<file path="config.mk">
export PLATFORM = sky130hd
export DESIGN_NAME = msio_top
export DESIGN_NICKNAME = d
export VERILOG_FILES = /design/src/design/msio_pkg.sv /design/src/design/msio_top.sv
export SDC_FILE = /design/constraint.sdc
export NUM_CORES = 1
export LEC_CHECK = 0
export ABC_AREA = 0
export BUFFER_PORTS_ARGS = -buffer_cell sky130_fd_sc_hd__buf_2
export CORE_UTILIZATION = 63
export CTS_CLUSTER_DIAMETER = 150
export DETAILED_ROUTE_END_ITERATION = 8
export GPL_ROUTABILITY_DRIVEN = 0
export GPL_TIMING_DRIVEN = 0
export PLACE_DENSITY = 0.89
export SETUP_SLACK_MARGIN = 0.05
export SLEW_MARGIN = 20
export SYNTH_ARGS = -nofsm -noshare
export SYNTH_HDL_FRONTEND = slang
export SYNTH_SLANG_ARGS = --single-unit
</file>
<file path="constraint.sdc">
create_clock -name core_clk -period 24 [get_ports core_clk]
set_input_delay 0 -clock core_clk [delete_from_list [all_inputs] [get_ports core_clk]]
set_output_delay 0 -clock core_clk [all_outputs]
set_load 0.05 [all_outputs]
</file>
<file path="src/design/msio_pkg.sv">
// package for the motion status and sensor io block
// assumes a single 20 MHz core clock domain
package msio_pkg;
    localparam int          POS_W        = 24;      // signed position width
    localparam int          CLK_HZ       = 20000000;
    localparam int          NUM_ZONES    = 3;
    localparam int          NUM_RESP     = 26;      // echoed input signals
    localparam int          NUM_GEN      = 16;      // general signals
    // register addresses (word index on the plain port)
    localparam logic [4:0]  ADDR_ZONE_BASE = 5'h00; // 6 bound words
    localparam logic [4:0]  ADDR_SENS_CFG  = 5'h06;
    localparam logic [4:0]  ADDR_NET_IN    = 5'h07;
    localparam logic [4:0]  ADDR_NET_OUT   = 5'h08;
    localparam logic [4:0]  ADDR_STATUS    = 5'h09;
    localparam logic [4:0]  ADDR_GEN_POL   = 5'h0a;
    localparam logic [4:0]  ADDR_RESP      = 5'h0b;
    // sensor config field positions
    localparam int          CFG_OT_EN    = 0;
    localparam int          CFG_OT_DECEL = 1;
    localparam int          CFG_LS_NC    = 2;
    localparam int          CFG_MECHANICAL_ORIGIN_SENSOR_NC = 3;
    localparam int          CFG_SLIT_NC  = 4;
    localparam logic [4:0]  CFG_RESET    = 5'h01;   // ot enabled, rest 0
    localparam logic [23:0] BOUND_RESET  = 24'h000000;
    // shaft timing pulse: 50 per rev, 7.2 degrees each
    localparam int          TIM_PER_REV  = 50;
    localparam int          TIM_PULSE_NS = 1000;
    localparam int          TIM_PULSE_CYC =
        (TIM_PULSE_NS * (CLK_HZ / 1000000) + 999) / 1000;
    typedef enum logic [1:0] {
        MSIO_RUN_IDLE   = 2'b00,
        MSIO_RUN_MOVE   = 2'b01,
        MSIO_RUN_STOPIM = 2'b10,
        MSIO_RUN_STOPDC = 2'b11
    } msio_ot_t;
endpackage

</file>
<file path="src/design/msio_top.sv">
// motion status flags, sensor conditioning and general signal io
// assumes the motion core supplies positions, counts and status levels
// on core_clk; pins pass two flip-flops before use, the main power pin three
//
// Strobed register access and the register addresses were chosen for this implementation.
`timescale 1ns/100ps
`default_nettype none
module msio_top #(
    parameter int POS_W = msio_pkg::POS_W,
    parameter int NGEN  = msio_pkg::NUM_GEN
) (
    input  wire logic               core_clk,
    input  wire logic               sys_rst,
    // register port
    input  wire logic [4:0]         reg_addr,
    input  wire logic [31:0]        reg_wdata,
    input  wire logic               reg_wr,
    input  wire logic               reg_rd,
    output logic      [31:0]        reg_rdata,
    // motion core status, same clock
    input  wire logic [POS_W-1:0]   cmd_position,
    input  wire logic [POS_W-1:0]   fb_position,
    input  wire logic               load_over_torque,
    input  wire logic               push_active,
    input  wire logic               load_over_push,
    input  wire logic               shaft_step,
    input  wire logic               maint_busy,
    input  wire logic               motor_operating,
    input  wire logic               homing_active,
    // pins
    input  wire logic               main_power_pin,
    input  wire logic               positive_limit_sensor,
    input  wire logic               negative_limit_sensor,
    input  wire logic               mechanical_origin_sensor,
    input  wire logic               slit_sensor,
    input  wire logic [msio_pkg::NUM_RESP-5:0] op_inputs,
    input  wire logic [NGEN-1:0]    direct_input,
    // outputs
    output logic                    torque_limit_flag,
    output logic                    zone_one_flag,
    output logic                    zone_two_flag,
    output logic                    zone_three_flag,
    output logic                    shaft_timing_pulse,
    output logic                    internal_busy_flag,
    output logic                    main_power_flag,
    output logic                    motion_active_flag,
    output logic [msio_pkg::NUM_RESP-1:0] response_out,
    output logic                    limit_home_event,
    output logic                    overtravel_stop,
    output logic                    overtravel_decel,
    output logic                    origin_detect,
    output logic                    slit_detect,
    output logic [NGEN-1:0]         direct_output
);
    // elaboration checks: the zone compare is built for 24 bits only,
    // and one register word carries at most 32 general signals
    if (POS_W != 24) begin : g_bad_pos_w
        $error("msio_top: position width must be 24");
    end
    if (NGEN < 1 || NGEN > 32) begin : g_bad_ngen
        $error("msio_top: NGEN 1 to 32");
    end

    localparam int NP = msio_pkg::NUM_RESP - 4; // operation inputs
    localparam int NS = NP + 4 + NGEN;          // synchronised pins

    // two-stage synchronisers for every pin but the top operation input; stage one is read only here
    logic [NS-1:0] sync_a;
    logic [NS-1:0] sync_b;
    always_ff @(posedge core_clk or posedge sys_rst) begin
        if (sys_rst) begin
            sync_a <= '0;
            sync_b <= '0;
        end else begin
            sync_a <= {main_power_pin, positive_limit_sensor,
                       negative_limit_sensor, mechanical_origin_sensor,
                       slit_sensor, op_inputs[NP-2:0], direct_input};
            sync_b <= sync_a;
        end
    end
    // main power pin displaces top op bit; kept separate below
    logic main_power_s;
    always_ff @(posedge core_clk or posedge sys_rst) begin
        if (sys_rst) main_power_s <= 1'b0;
        else         main_power_s <= sync_b[NS-1];
    end

    logic          plim_s, nlim_s, org_s, slit_s;
    logic [NP-2:0] ops_s;
    logic [NGEN-1:0] din_s;
    assign plim_s = sync_b[NS-2];
    assign nlim_s = sync_b[NS-3];
    assign org_s  = sync_b[NS-4];
    assign slit_s = sync_b[NS-5];
    assign ops_s  = sync_b[NGEN +: NP-1];
    assign din_s  = sync_b[NGEN-1:0];
    // top operation input is a second stop-type pin kept on its own pair
    logic op_top_a, op_top_s;
    always_ff @(posedge core_clk or posedge sys_rst) begin
        if (sys_rst) begin
            op_top_a <= 1'b0;
            op_top_s <= 1'b0;
        end else begin
            op_top_a <= op_inputs[NP-1];
            op_top_s <= op_top_a;
        end
    end

    // software registers
    logic signed [POS_W-1:0] zone_pos [msio_pkg::NUM_ZONES];
    logic signed [POS_W-1:0] zone_neg [msio_pkg::NUM_ZONES];
    logic [4:0]      sens_cfg;   // overtravel and polarity settings
    logic [NGEN-1:0] net_in;     // network input bits
    logic [NGEN-1:0] gen_pol;    // direct input polarity, 1 inverts

    // zone bound writes: even word positive, odd word negative
    always_ff @(posedge core_clk or posedge sys_rst) begin
        if (sys_rst) begin
            for (int z = 0; z < msio_pkg::NUM_ZONES; z++) begin
                zone_pos[z] <= msio_pkg::BOUND_RESET;
                zone_neg[z] <= msio_pkg::BOUND_RESET;
            end
        end else if (reg_wr && reg_addr < 5'h06) begin
            if (reg_addr[0]) zone_neg[reg_addr[2:1]] <= reg_wdata[23:0];
            else             zone_pos[reg_addr[2:1]] <= reg_wdata[23:0];
        end
    end

    // configuration writes
    always_ff @(posedge core_clk or posedge sys_rst) begin
        if (sys_rst) begin
            sens_cfg <= msio_pkg::CFG_RESET;
            net_in   <= '0;
            gen_pol  <= '0;
        end else if (reg_wr) begin
            if (reg_addr == msio_pkg::ADDR_SENS_CFG)
                sens_cfg <= reg_wdata[4:0];
            if (reg_addr == msio_pkg::ADDR_NET_IN)
                net_in <= reg_wdata[NGEN-1:0];
            if (reg_addr == msio_pkg::ADDR_GEN_POL)
                gen_pol <= reg_wdata[NGEN-1:0];
        end
    end

    // zone test, signed compare; used for all three zones
    function automatic logic in_zone(
        input logic signed [23:0] p,
        input logic signed [23:0] pb,
        input logic signed [23:0] nb);
        if (pb < nb)      in_zone = (p <= pb) || (p >= nb);
        else if (pb > nb) in_zone = (p >= nb) && (p <= pb);
        else              in_zone = (p == pb);
    endfunction

    // zone flags follow position continuously, moving or stopped
    always_ff @(posedge core_clk or posedge sys_rst) begin
        if (sys_rst) begin
            zone_one_flag   <= 1'b0;
            zone_two_flag   <= 1'b0;
            zone_three_flag <= 1'b0;
        end else begin
            zone_one_flag   <= in_zone(cmd_position, zone_pos[0],
                                       zone_neg[0]);
            zone_two_flag   <= in_zone(cmd_position, zone_pos[1],
                                       zone_neg[1]);
            zone_three_flag <= in_zone(fb_position, zone_pos[2],
                                       zone_neg[2]);
        end
    end

    // plain status flags
    always_ff @(posedge core_clk or posedge sys_rst) begin
        if (sys_rst) begin
            torque_limit_flag  <= 1'b0;
            internal_busy_flag <= 1'b0;
            main_power_flag    <= 1'b0;
            motion_active_flag <= 1'b0;
        end else begin
            // push motion uses its own reduced torque range
            torque_limit_flag  <= push_active ? load_over_push
                                              : load_over_torque;
            internal_busy_flag <= maint_busy;
            main_power_flag    <= main_power_s;
            motion_active_flag <= motor_operating;
        end
    end

    // shaft timing pulse: stretched so slow masters can see it;
    // correct only under the speed ceiling the master keeps
    logic [7:0] tim_cnt;
    always_ff @(posedge core_clk or posedge sys_rst) begin
        if (sys_rst) begin
            tim_cnt            <= 8'h00;
            shaft_timing_pulse <= 1'b0;
        end else if (shaft_step) begin
            tim_cnt            <= 8'(msio_pkg::TIM_PULSE_CYC - 1);
            shaft_timing_pulse <= 1'b1;
        end else if (tim_cnt != 8'h00) begin
            tim_cnt <= tim_cnt - 8'h01;
        end else begin
            shaft_timing_pulse <= 1'b0;
        end
    end

    // sensor polarity: normally closed contacts read active when open
    logic plim_act, nlim_act, lim_any;
    assign plim_act = plim_s ^ sens_cfg[msio_pkg::CFG_LS_NC];
    assign nlim_act = nlim_s ^ sens_cfg[msio_pkg::CFG_LS_NC];
    assign lim_any  = plim_act || nlim_act;

    // limit handling: homing gets the event, otherwise overtravel
    always_ff @(posedge core_clk or posedge sys_rst) begin
        if (sys_rst) begin
            limit_home_event <= 1'b0;
            overtravel_stop  <= 1'b0;
            overtravel_decel <= 1'b0;
            origin_detect    <= 1'b0;
            slit_detect      <= 1'b0;
        end else begin
            limit_home_event <= lim_any && homing_active;
            overtravel_stop  <= lim_any && !homing_active
                             && sens_cfg[msio_pkg::CFG_OT_EN];
            overtravel_decel <= sens_cfg[msio_pkg::CFG_OT_DECEL];
            origin_detect    <= org_s
                             ^ sens_cfg[msio_pkg::CFG_MECHANICAL_ORIGIN_SENSOR_NC];
            slit_detect      <= slit_s
                             ^ sens_cfg[msio_pkg::CFG_SLIT_NC];
        end
    end

    // response outputs echo raw input state after polarity, not motion
    always_ff @(posedge core_clk or posedge sys_rst) begin
        if (sys_rst) response_out <= '0;
        else response_out <= {plim_act, nlim_act,
                              org_s ^ sens_cfg[msio_pkg::CFG_MECHANICAL_ORIGIN_SENSOR_NC],
                              slit_s ^ sens_cfg[msio_pkg::CFG_SLIT_NC],
                              op_top_s, ops_s};
    end

    // general signals in both directions
    logic [NGEN-1:0] net_out;
    always_ff @(posedge core_clk or posedge sys_rst) begin
        if (sys_rst) begin
            direct_output <= '0;
            net_out       <= '0;
        end else begin
            direct_output <= net_in;
            net_out       <= din_s ^ gen_pol;
        end
    end

    // read mux, data stands one cycle after the strobe only
    always_ff @(posedge core_clk or posedge sys_rst) begin
        if (sys_rst) begin
            reg_rdata <= 32'h00000000;
        end else if (!reg_rd) begin
            reg_rdata <= 32'h00000000;
        end else if (reg_addr < 5'h06) begin
            reg_rdata <= reg_addr[0]
                ? 32'(zone_neg[reg_addr[2:1]])
                : 32'(zone_pos[reg_addr[2:1]]);
        end else begin
            unique case (reg_addr)
                msio_pkg::ADDR_SENS_CFG: reg_rdata <= 32'(sens_cfg);
                msio_pkg::ADDR_NET_IN:   reg_rdata <= 32'(net_in);
                msio_pkg::ADDR_NET_OUT:  reg_rdata <= 32'(net_out);
                msio_pkg::ADDR_GEN_POL:  reg_rdata <= 32'(gen_pol);
                msio_pkg::ADDR_STATUS:   reg_rdata <= {24'h000000,
                    motion_active_flag, main_power_flag,
                    internal_busy_flag, shaft_timing_pulse,
                    zone_three_flag, zone_two_flag, zone_one_flag,
                    torque_limit_flag};
                msio_pkg::ADDR_RESP:     reg_rdata <= 32'(response_out);
                default:                 reg_rdata <= 32'h00000000;
            endcase
        end
    end
endmodule // msio_top
`default_nettype wire

</file>
==> results.yml <==
routing:
  first_iter_violations: 2397
  wl_met3_um: 9160
  ant_nets: 0
  wire_per_inst_um: 27.8
  drt-met1-wl_um: 21600
  drc: 15
  top_layer: "met5"
  dr_wl_met2_um: 29500
  drt-pass1-iter-count: 9
  drt-vias-per-instance: 6.93
  vias: 16700
  wl_um: 67100
cells_and_area:
  fill_cells: 1637
  fin_util_pct: 76.5
  final_cell_area_um2: 22700
  final_layout_size_suffix_gt1_share_pct: 23.5
  fin_cells: 2415
  final_net_count: 2342
  final_common_cell: "dfrtp_1"
  syn2layout_area_growth_pct: 19.4
  final_cell_mix: "dfrtp_1, buf_2, ha_1"
placement:
  place_area_um2: 20600
  placed_cells: 2259
  place_ws_ns: 20.96
  io_buffers: 212
  dpl.hpwl_um: 40900
grt:
  grtUsageTotal_pct: 43.2
  grt_max_degree: 120
  antenna_found_initial: 11
  grt_pass1_wl_um: 98300
  grt_pass1_vias: 17100
  grt_overflow: 0
worst_setup_path:
  crit_chain: "inv_1 > ha_1 > nand4_1 > nor4_1 > a21boi_0 > or3_1 > nor4b_1 > nand3b_1 > a211oi_1 > a21o_1"
  r2r_cells: 10
  start_kind: "flop"
  max_stage_delay_ns: 0.94
  cp_max_fo: 4
  reg2reg_from: "zone_pos[14]"
  ff2ff_setup_slack_ns: 20.38
  crit_arrival_ns: 4.07
  path_delay_family: "simple AND/OR/NAND/NOR gates"
  criticalPathCategory: "flop to flop"
  cp_slowest_cell: "nor4_1"
  r2r_end: "zone_three_flag"
  end_kind: "flop"
  path_buf_inv: 1
  required_ns: 24.46
logic_synthesis:
  ys_warn_count: 0
  ys_ff_latch: 372
  async_flop_share_pct: 100
  synthCells: 1654
  synth_edf_count: 0
  synth_seq_area_share_pct: 49.0
  synth_fp_nets: 2011
  synth_flop_cell: "dfrtp_1"
  synth.distinct_cells: 63
  syn_area_um2: 19000
  avgSynthCellArea_um2: 11.5
status:
  status: "complete, but fails checks"
  violations: "DRC"
hold_path:
  hold_path_end: "sync_a[7]"
  worstHoldStart: "direct_input[7]"
  hold_class: "primary input to flop"
  holdPathStages: 2
floorplan:
  die_w_um: 176
  initial_core_util_pct: 64.1
  die_area_um2: 30800
  die_y_um: 176
  core_um2: 29600
  ios: 226
  fp-row-count: 63
sta:
  skew_ns: 0.0268
  period_minus_slack_ns: 3.62
  fin_ws_ns: 20.38
  maxSlewViolCount: 0
  hold_viol: 0
  relSlewSlack_pct: 21.0
  worstMarginPinSlew_ns: 1.17
  finalSetupViolCount: 0
  fmax_ghz: 0.277
  rsz0062_at_grt: "false"
  finalCritPeriodShare_pct: 15.1
  timing.setup.tns_ns: 0
  hold_ws_ns: 0.0846
cts:
  cts_root_buf: "clkbuf_16"
  postCtsSetupRepairBufs: 0
  ctsResizeCount: 0
  cts_tree: "yes"
  cts_buffer_depth: 3
  clk_latency_ns: 0.55
  cts_buffers: 37
  h-tree-depth: 2
  clk_pin_slew_worst_paths_ns: 0.08
  cts.sinks: 372
  cts_hold_buf: 77
power_and_ir_drop:
  p_per_area_nw_per_um2: 85.8
  vdd_drop_max_v: 0.0000810
  p_leak_nw: 10.9
  total_power_mw: 1.95
run:
  maxCapViolCount: 0
-- cell usage after synthesis, types with 16 or more instances --
library cell / count / share of area [%]
a21o_1: 18 / 0.71
a21oi_1: 99 / 2.6
a22oi_1: 24 / 0.95
clkbuf_1: 33 / 0.65
dfrtp_1: 371 / 49
ha_1: 218 / 14
inv_1: 152 / 3.0
mux2_2: 140 / 8.3
mux2_4: 20 / 1.6
nand2_1: 132 / 2.6
nand3_1: 26 / 0.69
nand4_1: 43 / 1.4
nor2_1: 43 / 0.85
nor3_1: 16 / 0.42
o211ai_1: 28 / 1.1
o21ai_0: 79 / 2.1
xor2_1: 21 / 0.97
-- report_power, final --
group / internal [mW] / switching, mW
registers: 0.713 / 0.0864
clock network: 0.351 / 0.269
logic: 0.202 / 0.324
-- cell families (layout without fill, tap and decap cells) --
logic type | count (synthesis) | in the layout | synth area share, %
flops | 372 | 372 | 49.0
compound gates | 331 | 331 | 11.1
simple gates | 312 | 312 | 8.01
fa+ha+maj | 218 | 218 | 14.4
buf+inv | 212 | 571 | 4.51
mux | 183 | 183 | 11.8
xor+xnor | 26 | 26 | 1.20
other cells | 0 | 12 | 0
-- how the worst max path moves through the flow --
| stage | end | slack, ns | from | depth (start not counted) |
|---|---|---|---|---|
| 6_report | zone_three_flag | 20.38 | zone_pos[14] | 10 |
| 5_1_grt | zone_three_flag | 20.36 | zone_pos[11] | 10 |
| 4_1_cts | zone_three_flag | 20.91 | zone_pos[14] | 10 |
| 3_5_place_dp | zone_three_flag | 20.96 | zone_pos[13] | 10 |
| 3_3_place_gp | zone_pos[42] | 10.59 | sys_rst | 2 |
| 2_1_floorplan | direct_output[0] | 13.67 | sys_rst | 1 |
-- registers in the layout (all words and copies together) (netlist names), 26 cells and up --
signal / flops
sync_b: 42
response_out: 26
zone_neg: 72
zone_pos: 72
sync_a: 42
reg_rdata: 27
-- cell type report --
class / count / area, um2 / share of cell area [%]
sequential: 372 / 9310 / 41.1
multi-input combinational: 1070 / 8820 / 38.9
timing repair buffer: 292 / 1910 / 8.44
clock buffer: 54 / 1050 / 4.63
inverter: 154 / 586 / 2.58
tap: 390 / 488 / 2.15
buffer: 58 / 278 / 1.22
clock inverter: 13 / 198 / 0.872
antenna: 12 / 30.0 / 0.132
-- metal layers --
layer  vias to the layer above  global-route usage [%]
met5                         -                    2.40
li1                       6649                       -
met4                        12                    32.4
met1                      7928                    48.2
met2                      1544                    65.7
met3                       602                    18.1
(Power assumes the default switching activity.)
